### src/hcc_defs.vh
// Constants for the harmonic engine configuration block.
// Assumes a 10 MHz reference clock and a 16-bit APB byte address.
`ifndef HCC_DEFS_VH
`define HCC_DEFS_VH

// ----------------------------------------------------------------
// Register byte addresses
// ----------------------------------------------------------------
`define HCC_OFF_CONFIG      16'he900
`define HCC_OFF_IRQ_STATUS  16'he904
`define HCC_OFF_IRQ_MASK    16'he908
`define HCC_OFF_ENGINE      16'he90c

// ----------------------------------------------------------------
// Configuration fields
// ----------------------------------------------------------------
`define HCC_READY_TIMING_BIT 0
`define HCC_CHAN_LSB         1
`define HCC_CHAN_MSB         2
`define HCC_SETTLE_LSB       3
`define HCC_SETTLE_MSB       4
`define HCC_RATE_LSB         5
`define HCC_RATE_MSB         7
`define HCC_TBASE_LSB        8
`define HCC_TBASE_MSB        9
`define HCC_CFG_RESET        10'h008
`define HCC_CHAN_NEUTRAL     2'h3
`define HCC_TBASE_RSVD       2'h3
`define HCC_TBASE_PHASE_C    2'h2
`define HCC_RATE_OFF         3'h7

// ----------------------------------------------------------------
// Interrupt fields
// ----------------------------------------------------------------
`define HCC_IRQ_READY_BIT    19
`define HCC_IRQ_VALID        32'h0008_0000
`define HCC_IRQ_RESET        32'h0000_0000
`define HCC_MASK_RESET       32'h0000_0000

// ----------------------------------------------------------------
// Times and cycle counts
// ----------------------------------------------------------------
`define HCC_CLK_KHZ          10000
`define HCC_CYC_PER_US       (`HCC_CLK_KHZ / 1000)
`define HCC_T_RATE0_US       125
`define HCC_T_RATE1_US       250
`define HCC_T_RATE2_US       1000
`define HCC_T_RATE3_US       16000
`define HCC_T_RATE4_US       128000
`define HCC_T_RATE5_US       512000
`define HCC_T_RATE6_US       1024000
`define HCC_T_SETTLE0_MS     500
`define HCC_T_SETTLE1_MS     750
`define HCC_T_SETTLE2_MS     1000
`define HCC_T_SETTLE3_MS     1250
`define HCC_CYC_RATE0        (`HCC_T_RATE0_US * `HCC_CYC_PER_US)
`define HCC_CYC_RATE1        (`HCC_T_RATE1_US * `HCC_CYC_PER_US)
`define HCC_CYC_RATE2        (`HCC_T_RATE2_US * `HCC_CYC_PER_US)
`define HCC_CYC_RATE3        (`HCC_T_RATE3_US * `HCC_CYC_PER_US)
`define HCC_CYC_RATE4        (`HCC_T_RATE4_US * `HCC_CYC_PER_US)
`define HCC_CYC_RATE5        (`HCC_T_RATE5_US * `HCC_CYC_PER_US)
`define HCC_CYC_RATE6        (`HCC_T_RATE6_US * `HCC_CYC_PER_US)
`define HCC_CYC_SETTLE0      (`HCC_T_SETTLE0_MS * 1000 * `HCC_CYC_PER_US)
`define HCC_CYC_SETTLE1      (`HCC_T_SETTLE1_MS * 1000 * `HCC_CYC_PER_US)
`define HCC_CYC_SETTLE2      (`HCC_T_SETTLE2_MS * 1000 * `HCC_CYC_PER_US)
`define HCC_CYC_SETTLE3      (`HCC_T_SETTLE3_MS * 1000 * `HCC_CYC_PER_US)

`endif

### src/hcc_top.v
// Harmonic engine configuration register with its ready-event sequencer.
// Assumes an APB master on ref_clk; the harmonic datapath sits outside.
// Assumes any config write, even of the same value, may restart the sequence.
`timescale 1ns/1ns
`include "hcc_defs.vh"

// How it works
// - Timing bit 0: first ready event after settle delay, then at update rate
// - Timing bit 1: ready events start at setup, no delay, then at update rate
// - Channel select bits 2:1: phase A, B, C, or neutral current only
// - Settle delay codes give 500, 750, 1000, 1250 ms; resets to 01
// - Update rate bits 7:5 give 125 us up to 1.024 s; resets to 000
// - Update rate code 111 disables the engine; no updates while held
// - Time-base bits 9:8 pick the reference phase voltage; 00 is phase A
// - Time-base 01 is B, 10 and 11 are C; bits 15:10 unused
module hcc_top #(
  parameter [23:0] CYC_RATE0   = `HCC_CYC_RATE0,
  parameter [23:0] CYC_RATE1   = `HCC_CYC_RATE1,
  parameter [23:0] CYC_RATE2   = `HCC_CYC_RATE2,
  parameter [23:0] CYC_RATE3   = `HCC_CYC_RATE3,
  parameter [23:0] CYC_RATE4   = `HCC_CYC_RATE4,
  parameter [23:0] CYC_RATE5   = `HCC_CYC_RATE5,
  parameter [23:0] CYC_RATE6   = `HCC_CYC_RATE6,
  parameter [23:0] CYC_SETTLE0 = `HCC_CYC_SETTLE0,
  parameter [23:0] CYC_SETTLE1 = `HCC_CYC_SETTLE1,
  parameter [23:0] CYC_SETTLE2 = `HCC_CYC_SETTLE2,
  parameter [23:0] CYC_SETTLE3 = `HCC_CYC_SETTLE3
) (
  // Clock and reset
  input  wire        ref_clk,
  input  wire        arst_n,
  // APB slave
  input  wire [15:0] paddr,
  input  wire        psel,
  input  wire        penable,
  input  wire        pwrite,
  input  wire [31:0] pwdata,
  input  wire [3:0]  pstrb,
  output reg  [31:0] prdata,
  output reg         pready,
  output reg         pslverr,
  // Interrupt
  output reg         irq,
  // Harmonic engine controls
  output reg         harmonic_update,
  output reg         engine_enabled,
  output reg  [1:0]  analysis_channel_select,
  output reg         analysis_voltage_en,
  output reg  [1:0]  time_base_phase_select
);

  // ----------------------------------------------------------------
  // Engine states
  // ----------------------------------------------------------------
  localparam [2:0] ST_OFF    = 3'b001;
  localparam [2:0] ST_SETTLE = 3'b010;
  localparam [2:0] ST_RUN    = 3'b100;

  // ----------------------------------------------------------------
  // Declarations
  // ----------------------------------------------------------------
  reg  [9:0]  cfg;
  reg         cfg_restart;
  reg  [2:0]  state;
  reg  [2:0]  next_state;
  reg         tmr_start;
  reg         tmr_stop;
  reg  [23:0] tmr_load;
  reg         fire;
  reg  [23:0] rate_cyc;
  reg  [23:0] settle_cyc;
  reg  [31:0] rdata;
  reg         hit;
  reg  [9:0]  next_cfg;
  wire [31:0] lane_mask;
  wire        setup_rd;
  wire        acc;
  wire        wr;
  wire        ready_timing;
  wire [1:0]  chan_sel;
  wire [1:0]  settle_sel;
  wire [2:0]  rate_sel;
  wire [1:0]  tbase_sel;
  wire        rate_off;
  wire        tmr_running;
  wire        tmr_expired;
  wire [31:0] irq_status;
  wire [31:0] irq_mask;
  wire        irq_level;
  wire [31:0] irq_clr;
  wire [31:0] irq_set;
  wire        mask_we;
  wire [31:0] mask_wdata;

  // ----------------------------------------------------------------
  // Field views
  // ----------------------------------------------------------------
  assign ready_timing = cfg[`HCC_READY_TIMING_BIT];
  assign chan_sel     = cfg[`HCC_CHAN_MSB:`HCC_CHAN_LSB];
  assign settle_sel   = cfg[`HCC_SETTLE_MSB:`HCC_SETTLE_LSB];
  assign rate_sel     = cfg[`HCC_RATE_MSB:`HCC_RATE_LSB];
  assign tbase_sel    = cfg[`HCC_TBASE_MSB:`HCC_TBASE_LSB];
  assign rate_off     = (rate_sel == `HCC_RATE_OFF);

  // ----------------------------------------------------------------
  // APB handshake
  // ----------------------------------------------------------------
  // One wait state: pready rises in the second access cycle
  assign setup_rd = psel & penable & ~pready;
  assign acc      = psel & penable & pready;
  assign wr       = acc & pwrite & hit;

  genvar g;
  generate
    for (g = 0; g < 4; g = g + 1) begin : g_lane
      assign lane_mask[g*8+7:g*8] = {8{pstrb[g]}};
    end
  endgenerate

  // Unmapped offsets answer with pslverr; their writes are dropped
  // Address decode
  always @* begin
    case (paddr)
      `HCC_OFF_CONFIG:     hit = 1'b1;
      `HCC_OFF_IRQ_STATUS: hit = 1'b1;
      `HCC_OFF_IRQ_MASK:   hit = 1'b1;
      `HCC_OFF_ENGINE:     hit = 1'b1;
      default:             hit = 1'b0;
    endcase
  end

  // Read mux; unused bits read zero
  always @* begin
    case (paddr)
      `HCC_OFF_CONFIG:     rdata = {22'h000000, cfg};
      `HCC_OFF_IRQ_STATUS: rdata = irq_status;
      `HCC_OFF_IRQ_MASK:   rdata = irq_mask;
      `HCC_OFF_ENGINE:     rdata = {27'h0000000, tmr_running, ~rate_off, state};
      default:             rdata = 32'h0000_0000;
    endcase
  end

  always @(posedge ref_clk or negedge arst_n) begin
    if (!arst_n) begin
      pready  <= 1'b0;
      prdata  <= 32'h0000_0000;
      pslverr <= 1'b0;
    end else begin
      pready  <= setup_rd;
      pslverr <= setup_rd & ~hit;
      if (setup_rd) begin
        prdata <= pwrite ? 32'h0000_0000 : rdata;
      end
    end
  end

  // ----------------------------------------------------------------
  // Configuration register
  // ----------------------------------------------------------------
  // Byte strobes gate each lane; bits 15:10 have no storage
  always @* begin
    next_cfg = cfg;
    if (pstrb[0]) begin
      next_cfg[7:0] = pwdata[7:0];
    end
    if (pstrb[1]) begin
      next_cfg[9:8] = pwdata[9:8];
    end
  end

  always @(posedge ref_clk or negedge arst_n) begin
    if (!arst_n) begin
      cfg         <= `HCC_CFG_RESET;
      cfg_restart <= 1'b0;
    end else begin
      cfg_restart <= 1'b0;
      if (wr && paddr == `HCC_OFF_CONFIG) begin
        cfg         <= next_cfg;
        cfg_restart <= 1'b1;
      end
    end
  end

  // ----------------------------------------------------------------
  // Interval selection
  // ----------------------------------------------------------------
  always @* begin
    case (rate_sel)
      3'h0:    rate_cyc = CYC_RATE0;
      3'h1:    rate_cyc = CYC_RATE1;
      3'h2:    rate_cyc = CYC_RATE2;
      3'h3:    rate_cyc = CYC_RATE3;
      3'h4:    rate_cyc = CYC_RATE4;
      3'h5:    rate_cyc = CYC_RATE5;
      3'h6:    rate_cyc = CYC_RATE6;
      default: rate_cyc = CYC_RATE6;
    endcase
  end

  always @* begin
    case (settle_sel)
      2'h0:    settle_cyc = CYC_SETTLE0;
      2'h1:    settle_cyc = CYC_SETTLE1;
      2'h2:    settle_cyc = CYC_SETTLE2;
      2'h3:    settle_cyc = CYC_SETTLE3;
      default: settle_cyc = CYC_SETTLE1;
    endcase
  end

  // ----------------------------------------------------------------
  // Engine sequencer
  // ----------------------------------------------------------------
  always @* begin
    next_state = state;
    tmr_start  = 1'b0;
    tmr_stop   = 1'b0;
    // Registered expiry and the restart cycle add two cycles, so a
    // period of N cycles loads N - 2 (needs N of at least 2)
    tmr_load   = rate_cyc - 24'd2;
    fire       = 1'b0;
    case (state)
      ST_OFF: begin
        // A write parks the engine here one cycle before it restarts
        if (!cfg_restart && !rate_off) begin
          tmr_start = 1'b1;
          if (ready_timing) begin
            next_state = ST_RUN;
            fire       = 1'b1;
          end else begin
            next_state = ST_SETTLE;
            tmr_load   = settle_cyc - 24'd1;
          end
        end
      end
      ST_SETTLE: begin
        // Restart or disable both stop the timer and park the engine
        if (cfg_restart || rate_off) begin
          next_state = ST_OFF;
          tmr_stop   = 1'b1;
        end else if (tmr_expired) begin
          next_state = ST_RUN;
          tmr_start  = 1'b1;
          fire       = 1'b1;
        end
      end
      ST_RUN: begin
        if (cfg_restart || rate_off) begin
          next_state = ST_OFF;
          tmr_stop   = 1'b1;
        end else if (tmr_expired) begin
          tmr_start = 1'b1;
          fire      = 1'b1;
        end
      end
      default: begin
        next_state = ST_OFF;
        tmr_stop   = 1'b1;
      end
    endcase
  end

  always @(posedge ref_clk or negedge arst_n) begin
    if (!arst_n) begin
      state           <= ST_OFF;
      harmonic_update <= 1'b0;
    end else begin
      state           <= next_state;
      harmonic_update <= fire;
    end
  end

  // ----------------------------------------------------------------
  // Interval timer
  // ----------------------------------------------------------------
  hcc_timer #(
    .W (24)
  ) hcc_timer_inst (
    .ref_clk  (ref_clk),
    .arst_n   (arst_n),
    .start    (tmr_start),
    .stop     (tmr_stop),
    .load_val (tmr_load),
    .running  (tmr_running),
    .expired  (tmr_expired)
  );

  // ----------------------------------------------------------------
  // Datapath steering
  // ----------------------------------------------------------------
  always @(posedge ref_clk or negedge arst_n) begin
    if (!arst_n) begin
      engine_enabled          <= 1'b0;
      analysis_channel_select <= 2'h0;
      analysis_voltage_en     <= 1'b1;
      time_base_phase_select  <= 2'h0;
    end else begin
      engine_enabled          <= ~rate_off;
      analysis_channel_select <= chan_sel;
      analysis_voltage_en     <= (chan_sel != `HCC_CHAN_NEUTRAL);
      // Reserved time-base code folds onto phase C
      if (tbase_sel == `HCC_TBASE_RSVD) begin
        time_base_phase_select <= `HCC_TBASE_PHASE_C;
      end else begin
        time_base_phase_select <= tbase_sel;
      end
    end
  end

  // ----------------------------------------------------------------
  // Interrupts
  // ----------------------------------------------------------------
  assign irq_set    = {12'h000, fire, 19'h00000};
  assign irq_clr    = (wr && paddr == `HCC_OFF_IRQ_STATUS) ? (pwdata & lane_mask)
                                                         : 32'h0000_0000;
  assign mask_we    = wr && (paddr == `HCC_OFF_IRQ_MASK);
  assign mask_wdata = (irq_mask & ~lane_mask) | (pwdata & lane_mask);

  hcc_irq hcc_irq_inst (
    .ref_clk    (ref_clk),
    .arst_n     (arst_n),
    .set_ev     (irq_set),
    .clr        (irq_clr),
    .mask_we    (mask_we),
    .mask_wdata (mask_wdata),
    .status     (irq_status),
    .mask       (irq_mask),
    .irq        (irq_level)
  );

  // ----------------------------------------------------------------
  // Interrupt output
  // ----------------------------------------------------------------
  // Output stage keeps irq one cycle behind the status bit
  always @(posedge ref_clk or negedge arst_n) begin
    if (!arst_n) begin
      irq <= 1'b0;
    end else begin
      irq <= irq_level;
    end
  end

endmodule // hcc_top

### src/hcc_timer.v
// One-shot down counter for the harmonic engine.
// Assumes start and stop are single-cycle pulses from the same clock.
`timescale 1ns/1ns

module hcc_timer #(
  parameter W = 24
) (
  // Clock and reset
  input  wire         ref_clk,
  input  wire         arst_n,
  // Control
  input  wire         start,
  input  wire         stop,
  input  wire [W-1:0] load_val,
  // Status
  output reg          running,
  output reg          expired
);

  reg [W-1:0] count;

  // ----------------------------------------------------------------
  // Expires load_val + 1 cycles after start
  // ----------------------------------------------------------------
  always @(posedge ref_clk or negedge arst_n) begin
    if (!arst_n) begin
      count   <= {W{1'b0}};
      running <= 1'b0;
      expired <= 1'b0;
    end else begin
      expired <= 1'b0;
      if (stop) begin
        running <= 1'b0;
      end else if (start) begin
        count   <= load_val;
        running <= 1'b1;
      end else if (running) begin
        if (count == {W{1'b0}}) begin
          expired <= 1'b1;
          running <= 1'b0;
        end else begin
          count <= count - {{(W-1){1'b0}}, 1'b1};
        end
      end
    end
  end

endmodule // hcc_timer

### src/hcc_irq.v
// Sticky interrupt status with mask and one level output.
// Assumes set, clear and mask write come from the same clock.
`timescale 1ns/1ns
`include "hcc_defs.vh"

module hcc_irq (
  // Clock and reset
  input  wire        ref_clk,
  input  wire        arst_n,
  // Events and software access
  input  wire [31:0] set_ev,
  input  wire [31:0] clr,
  input  wire        mask_we,
  input  wire [31:0] mask_wdata,
  // State
  output reg  [31:0] status,
  output reg  [31:0] mask,
  output reg         irq
);

  wire [31:0] next_status;
  wire [31:0] next_mask;

  // Set wins over a clear in the same cycle
  assign next_status = ((status & ~clr) | set_ev) & `HCC_IRQ_VALID;
  assign next_mask   = mask_we ? (mask_wdata & `HCC_IRQ_VALID) : mask;

  always @(posedge ref_clk or negedge arst_n) begin
    if (!arst_n) begin
      status <= `HCC_IRQ_RESET;
      mask   <= `HCC_MASK_RESET;
      irq    <= 1'b0;
    end else begin
      status <= next_status;
      mask   <= next_mask;
      irq    <= |(next_status & next_mask);
    end
  end

endmodule // hcc_irq

### config.mk
export PLATFORM = sky130hd
export DESIGN_NAME = hcc_top
export DESIGN_NICKNAME = d
export VERILOG_FILES = /design/src/hcc_top.v /design/src/hcc_timer.v /design/src/hcc_irq.v
export VERILOG_INCLUDE_DIRS = /design/src
export SDC_FILE = /design/constraint.sdc
export NUM_CORES = 1
export LEC_CHECK = 0
export BUFFER_PORTS_ARGS = -buffer_cell sky130_fd_sc_hd__buf_2
export CORE_ASPECT_RATIO = 0.9
export CORE_MARGIN = 4
export CORE_UTILIZATION = 54
export DETAILED_ROUTE_END_ITERATION = 10
export GPL_ROUTABILITY_DRIVEN = 0
export GPL_TIMING_DRIVEN = 0
export PLACE_DENSITY = 0.84
export SYNTH_ARGS = -nofsm -noshare
export SYNTH_HDL_FRONTEND = slang
export SYNTH_SLANG_ARGS = --single-unit
### constraint.sdc
create_clock -name ref_clk -period 3.4 [get_ports ref_clk]
set_input_delay 0.34 -clock ref_clk [delete_from_list [all_inputs] [get_ports ref_clk]]
set_output_delay 0.34 -clock ref_clk [all_outputs]
set_load 0.01 [all_outputs]
==> flow_summary.yaml <==
timing:
  finalClockSkew_ps: 9.95
  worst_pin_slew_ps: 938
  relSlewSlack_pct: 36.9
  fin_crit_ps: 2930
  timing.final.crit_share_pct: 86.2
  setup_viol: 0
  rsz0062_at_grt: "false"
  setup-tns-final_ps: 0
  slew_viol_final: 0
  fmax_mhz: 341
  hold_violations: 0
cts:
  cts_tree: "yes"
  htreeDepth: 3
  clock_sinks: 64
  cts_hold_buf: 0
  clk_pin_slew_worst_paths_ps: 80
  clkLatencyLatePin_ps: 350
  cts_root_buf: "clkbuf_8"
  post_cts_resized: 0
  cts_buffers: 9
  clockBufferDepth: 2
  cts_setup_buffers: 0
final_layout:
  final_cells: 616
  layout-drive-gt1-share_pct: 27.7
  area_growth_pct: 16.0
  final_net_count: 585
  diodes: 0
  final_area_sq_mm: 0.00476
outcome:
  outcome: "completed"
floorplanning:
  dieHeight_um: 90.7
  die_area_sq_mm: 0.00905
  initial_core_util_pct: 56.8
  design.core.area_sq_mm: 0.00722
  rows: 29
  num_io_pins: 99
  die_x_um: 99.9
placed_design:
  port-buffer-count: 55
  dp_cells: 600
  hpwl_um: 7940
  place_area_sq_mm: 0.00457
critical_path:
  cpLargestDelayFamily: "buffers and inverters"
  slowest_stage: "or4_1"
  path_class: "reg -> reg"
  worst-path-stages: 9
  reg2reg_depth: 9
  worst-endpoint-required_ps: 3640
  cp.arrival_ps: 3170
  path_buf_inv: 2
  start_kind: "flop"
  worst-path-max-fanout: 10
  reg2reg_slack_ps: 470
  crit_path_end_kind: "flop"
  cp_cell_sequence: "clkbuf_1 -> clkbuf_1 -> nand2b_1 -> ha_1 -> ha_1 -> xnor2_1 -> a211oi_1 -> or4_1 -> o211a_1"
  max_stage_delay_ps: 520
yosys:
  synth_area_leader_cell: "dfrtp_1"
  synth_cell_types: 80
  ys_ff_latch: 64
  ys_seq_area_share_pct: 39.2
  synth_edf_count: 0
  synth.top_cell.area_share_pct: 37.2
  synthArstFlopShare_pct: 100
  syn_area_per_cell_sq_um: 9.49
  ys.flop_type: "dfrtp_1"
  synthTopCellsByArea: "dfrtp_1, buf_4, nor2_1"
  netlist_area_sq_mm: 0.00410
  ys_warn_count: 0
  synthCells: 432
power:
  p_per_area_mw_per_mm2: 658
  peakVddDrop_uv: 369
  leakagePower_nw: 2.18
flow_run:
  drv_cap: 0
detailed_routing:
  wirelength_um: 11100
  final_antenna_net_count: 0
  drc_errors: 0
  drt_iter0_drc: 402
  viasPerCell: 6.26
  vias: 3859
  first_pass_iters: 8
  wl_per_cell_um: 18.1
global_route:
  grt_pass1_wl_um: 18200
  grt_pass1_vias: 3725
  grt_start_max_net_pins: 65
  grt_overflow: 0
  grt_antenna_before_repair: 0
  track_usage_pct: 24.8
min_path:
  hold_path.class: "in -> async"
[cells by family after synthesis]
logic type | synth area share, %
adder cells (fa/ha/maj) | 3.05
AO/OA/AOI/OAI | 20.7
buffers and inverters | 8.64
other | 0.0915
AND/OR/NAND/NOR | 24.0
XOR/XNOR | 0.641
flip-flops | 39.2
multiplexers | 3.75
[per-stage QoR]
stage / util, % / hold slack (ps) / power (W) / setup WS, ps
6_report: 65.9 / 68.8 / 0.00313 / 471
5_1_grt: 65.9 / 161 / 0.00329 / 239
2_1_floorplan: - / 44.4 / 0.00206 / 905
3_3_place_gp: 63.2 / 335 / 0.00238 / 590
4_1_cts: 65.8 / 221 / 0.00308 / 500
3_5_place_dp: 63.2 / 337 / 0.00244 / 526
[state kept, by name, indices dropped and copies added (netlist names), 2 cells and up]
name,cells
hcc_timer_inst.count,24
state,3
analysis_channel_select,2
cfg,10
time_base_phase_select,2
prdata,11
[cell usage in the layout, fill, tap and decap left out, types with 5 or more instances in the layout]
cell type | synthesis | final
a211oi_1 | 6 | 6
a21oi_1 | 13 | 13
a221oi_1 | 5 | 5
a22o_1 | 5 | 5
a22oi_1 | 6 | 6
a31oi_1 | 12 | 12
buf_2 | 9 | 63
buf_4 | 24 | 25
clkbuf_1 | 7 | 8
clkbuf_8 | 1 | 10
conb_1 | 1 | 21
dfrtp_1 | 61 | 61
ha_1 | 10 | 10
inv_1 | 13 | 13
mux2_2 | 11 | 11
nand2_1 | 34 | 34
nand3_1 | 14 | 14
nor2_1 | 38 | 38
nor3_1 | 15 | 15
nor3b_1 | 5 | 5
o21ai_0 | 13 | 13
o31ai_1 | 11 | 11
or4_1 | 10 | 10
[cells in the mapped netlist, drive strengths merged (13+ instances only)]
master,instances
nand3,14
buf,36
nor2,39
nor3,16
inv,13
a31oi,13
nand2,35
a21oi,14
o21ai,14
dfrtp,61
[per-layer routing]
metal	up-vias	global-route usage (%)	wire [um]
li1	1762	-	-
met1	1827	33.2	4550
met2	219	39.1	5370
met3	51	4.94	892
met4	0	10.5	336
met5	-	0	0
[report_power, final]
group	total (W)	internal [W]	switching (W)	leakage, nW
Combinational	0.00141	0.000542	0.000866	1.27
Sequential	0.00109	0.000916	0.000171	0.818
Clock	0.000637	0.000334	0.000303	0.0920
Total	0.00313	0.00179	0.00134	2.18
[layout make-up]
| cell class | instances | area, sq um |
|---|---|---|
| Timing Repair Buffer | 55 | 278 |
| Multi-Input combinational cell | 329 | 2220 |
| Inverter | 13 | 48.8 |
| Clock buffer | 10 | 128 |
| Fill cell | 594 | 2460 |
| Clock inverter | 6 | 60.1 |
| Tap cell | 93 | 116 |
| Buffer | 46 | 305 |
| Sequential cell | 64 | 1610 |
[path summary, 6_finish.rpt]
kind	startpoint	to
max	cfg[7]	hcc_timer_inst.count[5]
min	arst_n	hcc_timer_inst.count[15]
max reg2reg	cfg[7]	hcc_timer_inst.count[5]
min reg2reg	hcc_irq_inst.irq	irq
max in group asynchronous	arst_n	cfg[4]
min in group ref_clk	pwdata[2]	cfg[2]
No activity file was read; power rests on OpenSTA's default activity.
